## src/rtl/jrs_pkg.sv

```systemverilog
// jrs_pkg: constants, types and states of the jet recipe command sequencer
package jrs_pkg;
  localparam int CLK_HZ = 100_000_000; // system clock rate
  localparam int CLK_NS = 10; // system clock period in ns
  localparam int UNIT_NS = 100_000; // timer unit, 0.1 ms
  localparam int TICK_CYC = UNIT_NS / CLK_NS; // cycles per timer unit
  localparam int TICKS_PER_S = 10_000; // timer units per second
  localparam int BAUD_A = 115200; // serial rates
  localparam int BAUD_B = 57600;
  localparam int BAUD_C = 19200;
  localparam int BAUD_D = 9600;
  localparam int BAUD_E = 4800;
  localparam int DIV_A = CLK_HZ / BAUD_A; // cycles per serial bit
  localparam int DIV_B = CLK_HZ / BAUD_B;
  localparam int DIV_C = CLK_HZ / BAUD_C;
  localparam int DIV_D = CLK_HZ / BAUD_D;
  localparam int DIV_E = CLK_HZ / BAUD_E;
  localparam logic [2:0] BSEL_A = 3'h0; // rate select codes
  localparam logic [2:0] BSEL_B = 3'h1;
  localparam logic [2:0] BSEL_C = 3'h2;
  localparam logic [2:0] BSEL_D = 3'h3;
  localparam logic [1:0] PAR_NONE = 2'h0; // parity select codes
  localparam logic [1:0] PAR_EVEN = 2'h1;
  localparam logic [1:0] PAR_ODD = 2'h2;
  localparam logic [31:0] OFF_CFG = 32'h0000_0000; // serial setup register
  localparam logic [31:0] OFF_STAT = 32'h0000_0004; // status register
  localparam logic [31:0] CFG_RST = 32'h0000_0000; // 115200, no parity, 8 bits
  localparam logic [31:0] CFG_MASK = 32'h0000_0137; // writable cfg bits
  localparam int CFG_BAUD_LSB = 0;
  localparam int CFG_PAR_LSB = 4;
  localparam int CFG_LEN7_BIT = 8;
  localparam int ST_ACT_BIT = 0;
  localparam int ST_SEL_LSB = 4;
  localparam int ST_IDLE_LSB = 16;
  localparam logic [7:0] CH_SEMI = 8'h3B; // ascii codes
  localparam logic [7:0] CH_COMMA = 8'h2C;
  localparam logic [7:0] CH_SPACE = 8'h20;
  localparam logic [7:0] CH_0 = 8'h30;
  localparam logic [7:0] CH_9 = 8'h39;
  localparam logic [7:0] CH_A = 8'h41;
  localparam logic [7:0] CH_Z = 8'h5A;
  localparam logic [15:0] OP_TIMERS = 16'h5354; // set_timers_cmd
  localparam logic [15:0] OP_FIRST = 16'h534C; // first_drop_adjust_cmd
  localparam logic [15:0] OP_COUNT = 16'h4354; // count_format_cmd
  localparam logic [15:0] OP_SELECT = 16'h534D; // recipe_select_cmd
  localparam logic [15:0] OP_START = 16'h5347; // start_dispense_cmd
  localparam int N_ARGS = 7; // most values in one command
  localparam int N_REC = 6; // number of recipes
  localparam logic [3:0] ARGS_TIMERS = 4'h7; // value counts per command
  localparam logic [3:0] ARGS_FIRST = 4'h4;
  localparam logic [3:0] ARGS_COUNT = 4'h3;
  localparam logic [3:0] ARGS_SELECT = 4'h1;
  localparam logic [3:0] ARGS_START = 4'h0;
  localparam int A_ID = 0; // value positions
  localparam int A_REFILL = 1;
  localparam int A_DWELL = 6;
  localparam int A_PLUS = 1;
  localparam int A_PLUS2 = 2;
  localparam int A_IDLE = 3;
  localparam int A_KIND = 1;
  localparam int A_DROPS = 2;
  localparam logic KIND_PULSE = 1'b0;
  localparam logic KIND_LEVEL = 1'b1;
  localparam logic [1:0] RESP_OKAY = 2'h0;
  localparam logic [1:0] RESP_SLVERR = 2'h2;
  typedef struct packed {
    logic [15:0] refill; // base refill, 0.1 ms units
    logic [15:0] dwell; // dwell, 0.1 ms units
    logic [15:0] plus; // normal first-drop extra
    logic [15:0] plus2; // long-idle first-drop extra
    logic [15:0] idle_s; // idle_threshold_s
    logic trigger_kind; // 0 pulse, 1 level
    logic [15:0] drops_per_trigger;
  } jrs_recipe_type;
  localparam jrs_recipe_type REC_RST = '{16'h0000, 16'h0000, 16'h0000,
    16'h0000, 16'h0000, KIND_PULSE, 16'h0001};
  typedef enum {RX_IDLE, RX_START, RX_DATA, RX_PAR, RX_STOP} jrs_rx_type;
  typedef enum {P_OP1, P_OP2, P_ARG, P_SKIP} jrs_parse_type;
  typedef enum {J_IDLE, J_REFILL, J_DWELL} jrs_jet_type;
endpackage

```

## src/rtl/jrs_sequencer.sv

```systemverilog
// jrs_sequencer: serial command interpreter and jet drop sequencer
`timescale 1ns/1ps
module jrs_sequencer import jrs_pkg::*; #(
  parameter int TICK_CYCLES = TICK_CYC, // cycles per 0.1 ms unit
  parameter int DIV_19K2 = DIV_C, // bit time at 19200
  parameter int DIV_9K6 = DIV_D, // bit time at 9600
  parameter int DIV_4K8 = DIV_E // bit time at 4800
) (
  input wire logic clk_sys_in,
  input wire logic rst_n_in,
  input wire logic ser_rx_in, // serial command line
  input wire logic [N_REC-1:0] trig_in, // recipe triggers, active high
  output logic jet_fire_out, // high during refill
  output logic jet_active_n_out, // jet_active_n: high when idle
  input wire logic [31:0] s_axi_awaddr_in,
  input wire logic s_axi_awvalid_in,
  output logic s_axi_awready_out,
  input wire logic [31:0] s_axi_wdata_in,
  input wire logic [3:0] s_axi_wstrb_in,
  input wire logic s_axi_wvalid_in,
  output logic s_axi_wready_out,
  output logic [1:0] s_axi_bresp_out,
  output logic s_axi_bvalid_out,
  input wire logic s_axi_bready_in,
  input wire logic [31:0] s_axi_araddr_in,
  input wire logic s_axi_arvalid_in,
  output logic s_axi_arready_out,
  output logic [31:0] s_axi_rdata_out,
  output logic [1:0] s_axi_rresp_out,
  output logic s_axi_rvalid_out,
  input wire logic s_axi_rready_in
);

  localparam logic [15:0] TICK_MAX = 16'(TICK_CYCLES - 1); // divider wrap
  localparam logic [13:0] SEC_MAX = 14'(TICKS_PER_S - 1); // last unit of a second, one less than units per second
  logic [15:0] tick_cnt; // 0.1 ms divider
  logic tick; // one-cycle unit pulse
  logic [13:0] sec_cnt; // units within a second
  logic [31:0] cfg; // serial setup
  logic [2:0] cfg_baud; // rate select
  logic [1:0] cfg_par; // parity select
  logic cfg_len7; // seven-bit characters
  logic [15:0] baud_div; // selected bit time
  jrs_rx_type rx_st; // receiver state
  logic [15:0] rx_cnt; // bit time counter
  logic [2:0] rx_bit; // data bit index
  logic [7:0] rx_sh; // data shifter
  logic rx_par; // running parity
  logic rx_valid; // one-cycle byte strobe
  logic [7:0] rx_data; // received byte
  jrs_parse_type p_st; // parser state
  logic [15:0] op; // two-letter opcode
  logic [15:0] args [N_ARGS]; // parsed values
  logic [3:0] nargs; // values seen
  logic [15:0] acc; // decimal accumulator
  logic have; // digits pending in acc
  logic exec; // command complete pulse
  jrs_recipe_type [N_REC-1:0] rec; // recipe table
  logic [2:0] sel; // selected recipe
  jrs_jet_type st; // jet state
  logic [2:0] cur; // recipe in use
  logic lvl; // level-triggered run
  logic [15:0] left; // pulse drops still due
  logic [15:0] cnt; // phase length in units
  logic [15:0] idle_s; // whole seconds idle
  logic [N_REC-1:0] trig_q; // trigger last cycle

  // unit tick and second divider
  assign tick = (tick_cnt == TICK_MAX);
  always_ff @(posedge clk_sys_in or negedge rst_n_in) begin
    if (!rst_n_in) begin
      tick_cnt <= 16'h0000;
      sec_cnt <= 14'h0000;
    end else begin
      tick_cnt <= tick ? 16'h0000 : tick_cnt + 16'h0001;
      if (st != J_IDLE) sec_cnt <= 14'h0000; // idle time restarts
      else if (tick) sec_cnt <= (sec_cnt == SEC_MAX) ? 14'h0000 : sec_cnt + 14'h0001;
    end
  end

  // serial setup decode
  assign cfg_baud = cfg[CFG_BAUD_LSB +: 3];
  assign cfg_par = cfg[CFG_PAR_LSB +: 2];
  assign cfg_len7 = cfg[CFG_LEN7_BIT];
  assign baud_div = (cfg_baud == BSEL_A) ? 16'(DIV_A) :
                    (cfg_baud == BSEL_B) ? 16'(DIV_B) :
                    (cfg_baud == BSEL_C) ? 16'(DIV_19K2) :
                    (cfg_baud == BSEL_D) ? 16'(DIV_9K6) : 16'(DIV_4K8);

  // serial receiver, samples mid-bit
  always_ff @(posedge clk_sys_in or negedge rst_n_in) begin
    if (!rst_n_in) begin
      rx_st <= RX_IDLE;
      rx_cnt <= 16'h0000;
      rx_bit <= 3'h0;
      rx_sh <= 8'h00;
      rx_par <= 1'b0;
      rx_valid <= 1'b0;
      rx_data <= 8'h00;
    end else begin
      rx_valid <= 1'b0;
      if (rx_st == RX_IDLE) begin
        if (!ser_rx_in) begin // start edge
          rx_cnt <= baud_div >> 1;
          rx_st <= RX_START;
        end
      end else if (rx_cnt != 16'h0000) begin
        rx_cnt <= rx_cnt - 16'h0001;
      end else begin
        rx_cnt <= baud_div - 16'h0001; // zero edge counts, so one bit is baud_div cycles
        case (rx_st)
          RX_START: begin // false start returns to idle
            rx_st <= ser_rx_in ? RX_IDLE : RX_DATA;
            rx_bit <= 3'h0;
            rx_par <= 1'b0;
          end
          RX_DATA: begin
            rx_sh <= {ser_rx_in, rx_sh[7:1]};
            rx_par <= rx_par ^ ser_rx_in;
            rx_bit <= rx_bit + 3'h1;
            if (rx_bit == (cfg_len7 ? 3'h6 : 3'h7))
              rx_st <= (cfg_par == PAR_NONE) ? RX_STOP : RX_PAR;
          end
          RX_PAR: begin
            rx_par <= rx_par ^ ser_rx_in;
            rx_st <= RX_STOP;
          end
          RX_STOP: begin // bad parity or framing drops byte
            rx_valid <= ser_rx_in && ((cfg_par == PAR_NONE) || (rx_par == (cfg_par == PAR_ODD)));
            rx_data <= cfg_len7 ? {1'b0, rx_sh[7:1]} : rx_sh;
            rx_st <= RX_IDLE;
          end
          default: rx_st <= RX_IDLE;
        endcase
      end
    end
  end

  // character classes
  logic is_digit, is_sep, is_semi, is_letter;
  logic [15:0] acc_dig; // accumulator with new digit
  assign is_digit = (rx_data >= CH_0) && (rx_data <= CH_9);
  assign is_sep = (rx_data == CH_COMMA) || (rx_data == CH_SPACE);
  assign is_semi = (rx_data == CH_SEMI);
  assign is_letter = (rx_data >= CH_A) && (rx_data <= CH_Z);
  assign acc_dig = 16'(acc * 16'h000A) + {8'h00, rx_data - CH_0};

  // command parser
  always_ff @(posedge clk_sys_in or negedge rst_n_in) begin
    if (!rst_n_in) begin
      p_st <= P_OP1;
      op <= 16'h0000;
      nargs <= 4'h0;
      acc <= 16'h0000;
      have <= 1'b0;
      exec <= 1'b0;
      for (int i = 0; i < N_ARGS; i++) args[i] <= 16'h0000;
    end else begin
      exec <= 1'b0;
      if (rx_valid) begin
        case (p_st)
          P_OP1: if (is_letter) begin // stray bytes skipped
            op[15:8] <= rx_data;
            p_st <= P_OP2;
          end
          P_OP2: if (is_letter) begin
            op[7:0] <= rx_data;
            nargs <= 4'h0;
            acc <= 16'h0000;
            have <= 1'b0;
            p_st <= P_ARG;
          end else begin
            p_st <= is_semi ? P_OP1 : P_SKIP;
          end
          P_ARG: if (is_digit) begin
            acc <= acc_dig;
            have <= 1'b1;
          end else if (is_sep || is_semi) begin
            if (have) begin
              if (nargs < 4'(N_ARGS)) args[nargs[2:0]] <= acc;
              nargs <= nargs + 4'h1; // overlong lists fail count check
            end
            acc <= 16'h0000;
            have <= 1'b0;
            if (is_semi) begin
              exec <= 1'b1;
              p_st <= P_OP1;
            end
          end else begin
            p_st <= P_SKIP; // garbled value
          end
          P_SKIP: if (is_semi) p_st <= P_OP1;
          default: p_st <= P_OP1;
        endcase
      end
    end
  end

  // command decode
  logic id_ok, do_timers, do_first, do_count, do_select, do_start;
  logic [2:0] rid; // addressed recipe
  assign id_ok = (args[A_ID] < 16'(N_REC));
  assign rid = args[A_ID][2:0];
  assign do_timers = exec && op == OP_TIMERS && nargs == ARGS_TIMERS && id_ok;
  assign do_first = exec && op == OP_FIRST && nargs == ARGS_FIRST && id_ok;
  assign do_count = exec && op == OP_COUNT && nargs == ARGS_COUNT && id_ok;
  assign do_select = exec && op == OP_SELECT && nargs == ARGS_SELECT && id_ok;
  assign do_start = exec && op == OP_START && nargs == ARGS_START;

  // recipe table and selection, anything else is discarded
  always_ff @(posedge clk_sys_in or negedge rst_n_in) begin
    if (!rst_n_in) begin
      rec <= {N_REC{REC_RST}};
      sel <= 3'h0;
    end else begin
      if (do_timers) begin // reserved values unchecked
        rec[rid].refill <= args[A_REFILL];
        rec[rid].dwell <= args[A_DWELL];
      end
      if (do_first) begin
        rec[rid].plus <= args[A_PLUS];
        rec[rid].plus2 <= args[A_PLUS2];
        rec[rid].idle_s <= args[A_IDLE];
      end
      if (do_count) begin
        rec[rid].trigger_kind <= args[A_KIND][0];
        rec[rid].drops_per_trigger <= args[A_DROPS];
      end
      if (do_select) sel <= rid;
    end
  end

  // trigger qualification: edge for pulse, level for level
  logic [N_REC-1:0] tr_go; // trigger wants a start
  logic tr_hit; // some trigger wants a start
  logic [2:0] tr_idx; // lowest such trigger
  for (genvar g = 0; g < N_REC; g++) begin : g_trig
    assign tr_go[g] = trig_in[g] &&
      ((rec[g].trigger_kind == KIND_LEVEL) || !trig_q[g]);
  end
  always_comb begin
    tr_hit = 1'b0;
    tr_idx = 3'h0;
    for (int i = N_REC - 1; i >= 0; i--) begin
      if (tr_go[i]) begin
        tr_hit = 1'b1;
        tr_idx = 3'(i);
      end
    end
  end

  // start selection and first-drop refill
  logic [2:0] new_idx; // recipe to start
  jrs_recipe_type nr, cr; // starting and running recipe
  logic new_lvl, long_idle, accept, ph_end, more;
  logic [15:0] first_cnt; // first refill length
  assign new_idx = tr_hit ? tr_idx : sel;
  assign nr = rec[new_idx];
  assign cr = rec[cur];
  assign new_lvl = tr_hit && (nr.trigger_kind == KIND_LEVEL);
  assign long_idle = (idle_s > nr.idle_s);
  assign first_cnt = nr.refill + (long_idle ? nr.plus2 : nr.plus);
  assign accept = (st == J_IDLE) && (tr_hit || do_start) &&
                  (new_lvl || nr.drops_per_trigger != 16'h0000);
  assign ph_end = tick && (cnt <= 16'h0001);
  assign more = lvl ? trig_in[cur] : (left > 16'h0001);

  // drop sequencer: refill then dwell per drop
  always_ff @(posedge clk_sys_in or negedge rst_n_in) begin
    if (!rst_n_in) begin
      st <= J_IDLE;
      cur <= 3'h0;
      lvl <= 1'b0;
      left <= 16'h0000;
      cnt <= 16'h0000;
      jet_fire_out <= 1'b0;
      jet_active_n_out <= 1'b1;
    end else begin
      case (st)
        J_IDLE: if (accept) begin
          cur <= new_idx;
          lvl <= new_lvl;
          left <= new_lvl ? 16'h0000 : nr.drops_per_trigger;
          cnt <= first_cnt;
          st <= J_REFILL;
          jet_fire_out <= 1'b1;
          jet_active_n_out <= 1'b0;
        end
        J_REFILL: if (ph_end) begin
          cnt <= cr.dwell;
          st <= J_DWELL;
          jet_fire_out <= 1'b0;
        end else if (tick) begin
          cnt <= cnt - 16'h0001;
        end
        J_DWELL: if (ph_end) begin
          if (more) begin // later drops: base refill only
            cnt <= cr.refill;
            if (!lvl) left <= left - 16'h0001;
            st <= J_REFILL;
            jet_fire_out <= 1'b1;
          end else begin
            st <= J_IDLE;
            jet_active_n_out <= 1'b1;
          end
        end else if (tick) begin
          cnt <= cnt - 16'h0001;
        end
        default: st <= J_IDLE;
      endcase
    end
  end

  // idle time in seconds and trigger history
  always_ff @(posedge clk_sys_in or negedge rst_n_in) begin
    if (!rst_n_in) begin
      idle_s <= 16'h0000;
      trig_q <= '0;
    end else begin
      trig_q <= trig_in;
      if (st != J_IDLE) idle_s <= 16'h0000;
      else if (tick && sec_cnt == SEC_MAX && idle_s != 16'hFFFF) idle_s <= idle_s + 16'h0001;
    end
  end

  // register slave
  logic [31:0] aw_addr, w_data, cfg_wr, rd_word, stat_word;
  logic [3:0] w_strb;
  logic rd_ok;
  always_comb begin
    cfg_wr = cfg;
    for (int b = 0; b < 4; b++) begin
      if (w_strb[b]) cfg_wr[8*b +: 8] = w_data[8*b +: 8];
    end
  end
  assign stat_word = (32'(idle_s) << ST_IDLE_LSB) | (32'(sel) << ST_SEL_LSB) |
                     (32'(st != J_IDLE) << ST_ACT_BIT);
  assign rd_ok = (s_axi_araddr_in == OFF_CFG) || (s_axi_araddr_in == OFF_STAT);
  assign rd_word = (s_axi_araddr_in == OFF_CFG) ? cfg :
                   (s_axi_araddr_in == OFF_STAT) ? stat_word : 32'h0000_0000;

  // write path: address and data in any order, then response
  always_ff @(posedge clk_sys_in or negedge rst_n_in) begin
    if (!rst_n_in) begin
      cfg <= CFG_RST;
      aw_addr <= 32'h0000_0000;
      w_data <= 32'h0000_0000;
      w_strb <= 4'h0;
      s_axi_awready_out <= 1'b1;
      s_axi_wready_out <= 1'b1;
      s_axi_bvalid_out <= 1'b0;
      s_axi_bresp_out <= RESP_OKAY;
    end else begin
      if (s_axi_awvalid_in && s_axi_awready_out) begin
        aw_addr <= s_axi_awaddr_in;
        s_axi_awready_out <= 1'b0;
      end
      if (s_axi_wvalid_in && s_axi_wready_out) begin
        w_data <= s_axi_wdata_in;
        w_strb <= s_axi_wstrb_in;
        s_axi_wready_out <= 1'b0;
      end
      if (!s_axi_awready_out && !s_axi_wready_out && !s_axi_bvalid_out) begin
        s_axi_bvalid_out <= 1'b1;
        if (aw_addr == OFF_CFG) cfg <= cfg_wr & CFG_MASK;
        s_axi_bresp_out <= (aw_addr == OFF_CFG || aw_addr == OFF_STAT) ? RESP_OKAY : RESP_SLVERR;
      end
      if (s_axi_bvalid_out && s_axi_bready_in) begin
        s_axi_bvalid_out <= 1'b0;
        s_axi_awready_out <= 1'b1;
        s_axi_wready_out <= 1'b1;
      end
    end
  end

  // read path: one answer per address
  always_ff @(posedge clk_sys_in or negedge rst_n_in) begin
    if (!rst_n_in) begin
      s_axi_arready_out <= 1'b1;
      s_axi_rvalid_out <= 1'b0;
      s_axi_rdata_out <= 32'h0000_0000;
      s_axi_rresp_out <= RESP_OKAY;
    end else if (s_axi_arvalid_in && s_axi_arready_out) begin
      s_axi_arready_out <= 1'b0;
      s_axi_rvalid_out <= 1'b1;
      s_axi_rdata_out <= rd_word;
      s_axi_rresp_out <= rd_ok ? RESP_OKAY : RESP_SLVERR;
    end else if (s_axi_rvalid_out && s_axi_rready_in) begin
      s_axi_rvalid_out <= 1'b0;
      s_axi_arready_out <= 1'b1;
    end
  end
endmodule // jrs_sequencer

```

## config.mk

```make
export PLATFORM = sky130hd
export DESIGN_NAME = jrs_sequencer
export DESIGN_NICKNAME = d
export VERILOG_FILES = /design/src/rtl/jrs_pkg.sv /design/src/rtl/jrs_sequencer.sv
export SDC_FILE = /design/constraint.sdc
export NUM_CORES = 2
export LEC_CHECK = 0
export ABC_AREA = 0
export BUFFER_PORTS_ARGS = -buffer_cell sky130_fd_sc_hd__buf_2
export CORE_MARGIN = 4
export CORE_UTILIZATION = 60
export DETAILED_ROUTE_END_ITERATION = 7
export MAX_ROUTING_LAYER = met4
export PLACE_DENSITY = 0.86
export SYNTH_ARGS = -nofsm -noshare
export SYNTH_HDL_FRONTEND = slang
export SYNTH_SLANG_ARGS = --single-unit
```

## constraint.sdc

```tcl
create_clock -name clk_sys_in -period 16.3 [get_ports clk_sys_in]
set_clock_uncertainty 0.15 [all_clocks]
set_input_delay 1.63 -clock clk_sys_in [delete_from_list [all_inputs] [get_ports clk_sys_in]]
set_output_delay 1.63 -clock clk_sys_in [all_outputs]
set_load 0.005 [all_outputs]
```

**Word level (Yosys, flattened, before mapping)**

Index checks and enable logic that the tools add are counted.
W data, S select, Z words.

- Word-level logic and storage cells: 414
- Output and inout port bits: 43
- Bits of input ports: 114
- Register bits: 1048

- Add/subtract/negate cells: 12
- Bitwise operators: 7
- Multipliers: 1
- Equal/unequal tests: 48
- Multiplexer cells: 140
- Reductions and logical operators: 103
- Order comparisons: 15

Operator list:

| cell | number |
|---|---|
| $bwmux W582 | 7 |
| $demux W97 S3 | 7 |
| $mux W582 | 3 |
| $bmux W97 S3 | 2 |
| $mux W32 | 13 |
| $mux W16 | 22 |
| $mux W97 | 3 |
| $logic_not A32 Y1 | 6 |
| $pmux W32 S3 | 2 |
| $eq A32 B2 Y1 const B | 5 |
| $pmux W32 S4 | 1 |
| $bwmux W112 | 1 |
| $eq A32 B1 Y1 const B | 3 |
| $eq A32 B3 Y1 const B | 3 |
| $mux W81 | 1 |
| $eq A16 B15 Y1 const B | 5 |
| $mux W65 | 1 |
| $pmux W16 S2 | 2 |
| $mux W15 | 4 |
| $mux W49 | 1 |
| $demux W16 S3 | 1 |
| $pmux W16 S3 | 1 |
| $sub A16 B1 Y16 const B | 3 |
| $mux W14 | 3 |
| other kinds (69) | 226 |

**Depth between registers and ports, before layout**

- Depth in word-level cells: 17
- Gate-level depth with buffers: 35
- Gate-level depth less buffers: 29

**Worst setup path before layout**

OpenSTA, ideal clock, no wires.

- Path kind: input port to flip-flop
- From: input port trig_in[1]
- To: register cnt[12]
- Required time: 16.013 ns
- Arrival time: 8.433 ns
- Library setup time: 0.137 ns
- Buffers on the path: 5
- Cell stages on the path: 32
- Setup slack: 7.579 ns
- Cells stage by stage: a221o_1 -> o211a_4 -> nor2_2 -> clkbuf_1 -> clkbuf_1 -> clkbuf_1 -> nand2_1 -> a21oi_1 -> a31oi_1 -> ha_1 -> nand4_1 -> or4_1 -> a21o_1 -> a31oi_4 -> clkbuf_1 -> clkbuf_1 -> a311oi_1 -> a31oi_1 -> o22ai_1 -> ha_1 -> fa_1 -> a21o_1 -> a211oi_1 -> nor2b_1 -> o41a_1 -> nand4_1 -> a41oi_1 -> xnor2_1 -> nor2_1 -> or3_1 -> a21oi_1 -> a21oi_1

- Longest elaborated chain between the ends: 11
- Elaborated cells between the ends (all ways): 25
- Those cells by class: add/sub: 1; order compare: 1; eq/ne: 2; mux: 13; reduce/logical: 8

Ends and longest elaborated chain:

| item | RTL line | source |
|---|---|---|
| from (decl) | jrs_sequencer.sv:12 | `input wire logic [N_REC-1:0] trig_in,` |
| $logic_and A1 B1 Y1 | jrs_sequencer.sv:238 | `assign tr_go[g] = trig_in[g] &&` |
| $mux W3 / $mux W1 (equally long branches) (2 in series) | jrs_sequencer.sv:245 | `if (tr_go[i]) begin` |
| $mux W3 | jrs_sequencer.sv:257 | `assign new_idx = tr_hit ? tr_idx : sel;` |
| $bmux W97 S3 | jrs_sequencer.sv:258 | `assign nr = rec[new_idx];` |
| $mux W97 (not written as such) | jrs_sequencer.sv:258 |  |
| $gt A16 B16 Y1 (tied with other cells) | jrs_sequencer.sv:261 | `assign long_idle = (idle_s > nr.idle_s);` |
| $mux W16 / $logic_or A1 B1 Y1 (equally long branches) | jrs_sequencer.sv:262, jrs_sequencer.sv:264 |  |
| $add A16 B16 Y16 / $logic_and A1 B1 Y1 (equally long branches) | jrs_sequencer.sv:262, jrs_sequencer.sv:263 |  |
| $mux W16 / $ne A2 B2 Y1 (equally long branches) | - |  |
| $pmux W16 S3 / $reduce_and A3 Y1 (equally long branches) | - |  |
| to (signal assigned) | jrs_sequencer.sv:284 | `cnt <= first_cnt;` |
| to (signal assigned) | jrs_sequencer.sv:290 | `cnt <= cr.dwell;` |
| to (signal assigned) | jrs_sequencer.sv:294 | `cnt <= cnt - 16'h0001;` |
| to (decl) | jrs_sequencer.sv:64 | `logic [15:0] cnt;` |

Parallel ways exist; a longest one is shown, timed or not. The select of a mux whose other input is x is not followed.
A chain may end at the register's enable or synchronous reset.

**Final worst setup path**

Ends and elaborated chain as after synthesis.

==> impl_metrics.ini <==
[run_status]
outcome = completed

[synth]
synth_edf_count = 0
synth_top_flop_cell = dfrtp_1
synth_area_mm2 = 0.04612
yosysSeqAreaShare_pct = 51.19
ys_warn_count = 0
synth-seq-cells = 943
synthCells = 4045
yosys.cell_types.count = 99
synth-async-reset-ratio_pct = 100.0
avgSynthCellArea_um2 = 11.40

[clock_tree]
cts_root_buf = clkbuf_16
cts_tree = done
numCtsBuffers = 96
worst_skew_pair.late_latency_ns = 0.69
cts_buffer_depth = 3
hold_buffers = 0
clock-sinks = 943
cts_resized = 0
htreeDepth = 3
clkTransAtPathRegs_ns = 0.06
post-cts-setup-buffers = 0

[timing]
hold_viol_final = 0
maxSlewHeadroom_pct = 20.76
finalCritPeriodShare_pct = 63.07
worst_slew_pin_slew_ns = 1.182
worst_slack_ns = 6.020
fmax_mhz = 97.28
final.min_clock_period_ns = 10.28
rsz0062_at_grt = false
slew_viol_final = 0
setup_violations = 0
fin_tns_setup_ns = 0

[detailed_routing]
vias = 33510
drt_iter0_drc = 3146
antenna_left = 0
drc = 0
dr.pass1.iters = 7
viasPerCell = 6.472
drt-total-wl_mm = 117.4
wl_per_cell_um = 22.68

[global_route]
grt_first_pass_wirelength_mm = 186.9
grt_start_max_net_pins = 163
grt_antenna_before_repair = 3
overflow = 0
first_global_vias = 34840
grt_usage_pct = 29.43

[finish]
final_net_count = 4262
drive_above_1_share_pct = 28.43
final_cells = 5177
fillers = 5299
syn_to_final_growth_pct = 10.43

[die]
rows = 101
die_x_um = 285.3
core_area_mm2 = 0.07608
start_util_pct = 60.62
die_area_mm2 = 0.08137
pin_count = 157
die_h_um = 285.3

[worst_setup_path]
critPathRequiredTime_ns = 16.68
reg2reg_depth = 31
critPathBufInv = 4
cp_top_family = compound AO/OA/AOI/OAI gates
cp_slowest_stage_delay_ns = 0.67
path_max_fanout = 162
timing.rr.start = rec[113]
arrival_ns = 10.66
crit_start = trig_in[1]
start_kind = input pin
r2r_end = cnt[12]
crit_type = input pin to register
worstSetupEndpointType = register
rrSetupSlack_ns = 6.55
slowest_stage = nor2_4
cp_common_cell = a21oi_1

[power]
switching_power_mw = 1.265
clockPowerShare_pct = 45.3
p_seq_share_pct = 47.4
p_int_mw = 3.958
ir_drop_mv = 0.1251
power_density_mw_per_mm2 = 102.5
total_leakage_power_nw = 24.06
power.total_mw = 5.223
swShare_pct = 24.22
combPwrFrac_pct = 7.3

[place]
dp_slack_ns = 5.814
placed_cells = 4995
port_buffers = 117
gp_congestion = 0.9074
dpl.hpwl_mm = 70.81

[flow_run]
cap_violations = 0

[hold_path]
holdCritStartpoint = tick_cnt[0]
hold_path_end = tick_cnt[0]
hold_path_depth = 1
hp-class = register to register
-- sequential cells by signal (all words and copies together) (netlist names), 16 cells and up --
signal	cells
tick_cnt	16
p_st	32
op	16
args	80
left	16
s_axi_rdata_out	23
rec	582
idle_s	16
cnt	16
acc	16
aw_addr	32
rx_cnt	16
-- cell type report --
cell class / count / area [um2] / share of cell area, %
Tap cell: 1030 / 1289 / 2.530
Sequential cell: 943 / 23610 / 46.36
Antenna cell: 3 / 7.507 / 0.01474
Timing Repair Buffer: 176 / 1051 / 2.064
Inverter: 50 / 187.7 / 0.3685
Clock buffer: 139 / 2844 / 5.584
Clock inverter: 40 / 626.9 / 1.231
Multi-Input combinational cell: 2796 / 21310 / 41.85
-- how the worst max path moves through the flow --
stage / to / slack, ns / depth (start not counted)
finish: cnt[12] / 6.02 / 31
global route: cnt[12] / 5.83 / 31
CTS: cnt[12] / 6.37 / 31
floorplan: cnt[12] / 7.58 / 32
global placement: cnt[14] / 6.00 / 31
detailed placement: cnt[12] / 5.81 / 31
-- kinds of logic (layout without fill, tap and decap cells) --
group / after synthesis / after routing / share of synthesized area, %
compound gates: 591 / 591 / 8.179
xor+xnor: 75 / 75 / 1.424
fa+ha+maj: 85 / 85 / 2.355
buf+inv: 316 / 405 / 2.805
flops: 943 / 943 / 51.19
mux: 892 / 892 / 22.31
other cells: 1 / 14 / 0.008131
simple gates: 1142 / 1142 / 11.73
-- worst reg2reg max path, delay by kind of cell, from the launching register on --
kind,cells,cell delay (ns)
buf+inv,3,1.60
simple gates,9,2.66
fa+ha+maj,3,1.28
mux,1,0.41
compound gates,14,2.89
xor+xnor,1,0.18
flops,1,0.40
-- routing by layer --
layer,vias to the layer above,routed length (um),global-route usage (%)
li1,14600,-,-
met1,16850,45630,36.24
met2,1638,55870,46.53
met3,412,10140,6.459
met4,0,5792,14.28
met5,-,0,-
-- through the flow --
stage                     util [%]  area [um2]  hold slack, ns
final                        66.95       50930          0.3160
after global routing         66.95       50930          0.3386
after CTS                    66.94       50930          0.3205
after detailed placement     62.38       47450          0.3037
after global placement       62.38       47450          0.2916
after floorplan                  -       46160          0.2751
-- cells in the mapped netlist (36+ instances only) --
cell type	instances	area, um2
o21ai_0	179	895.9
and2_1	43	269.0
nor2_1	154	578.1
inv_1	50	187.7
ha_1	82	1026
nand3_1	165	825.8
clkbuf_1	181	679.4
nor4_1	59	369.1
nor3_1	46	230.2
buf_1	47	176.4
nand2_1	500	1877
a21oi_1	150	750.7
a31oi_1	41	256.5
dfrtp_1	933	23350
and3_1	37	231.5
mux2_2	751	8457
mux2i_1	105	1051
xor2_1	36	315.3
xnor2_1	39	341.6
-- power groups by stage --
stage / Combinational [mW] / Clock, mW / Sequential (mW)
4_1_cts: 0.379 / 2.39 / 2.47
5_1_grt: 0.417 / 2.50 / 2.48
3_5_place_dp: 0.376 / 0 / 2.52
6_report: 0.381 / 2.37 / 2.48
2_1_floorplan: 0.244 / 0 / 2.50
3_3_place_gp: 0.363 / 0 / 2.51
-- cell usage in the layout, fill, tap and decap left out, types with 18 or more instances in the layout --
master,Yosys,final
mux4_2,33,33
mux2i_1,105,105
nand4_1,22,22
and2_1,43,43
buf_2,20,116
nor2_1,154,154
ha_1,82,82
inv_1,50,50
clkbuf_16,0,96
o21ai_0,179,178
nand2_1,500,493
xnor2_1,39,39
mux2_2,751,751
nand3_1,165,165
and3_1,37,37
clkbuf_8,0,28
o22ai_1,31,31
a22o_1,30,30
a21oi_1,150,150
a31oi_1,41,41
a311oi_1,18,18
or3_1,24,24
nor4_1,59,59
buf_4,14,58
xor2_1,36,36
dfrtp_1,933,932
nor3_1,46,46
Power figures use the tool's default switching activity.
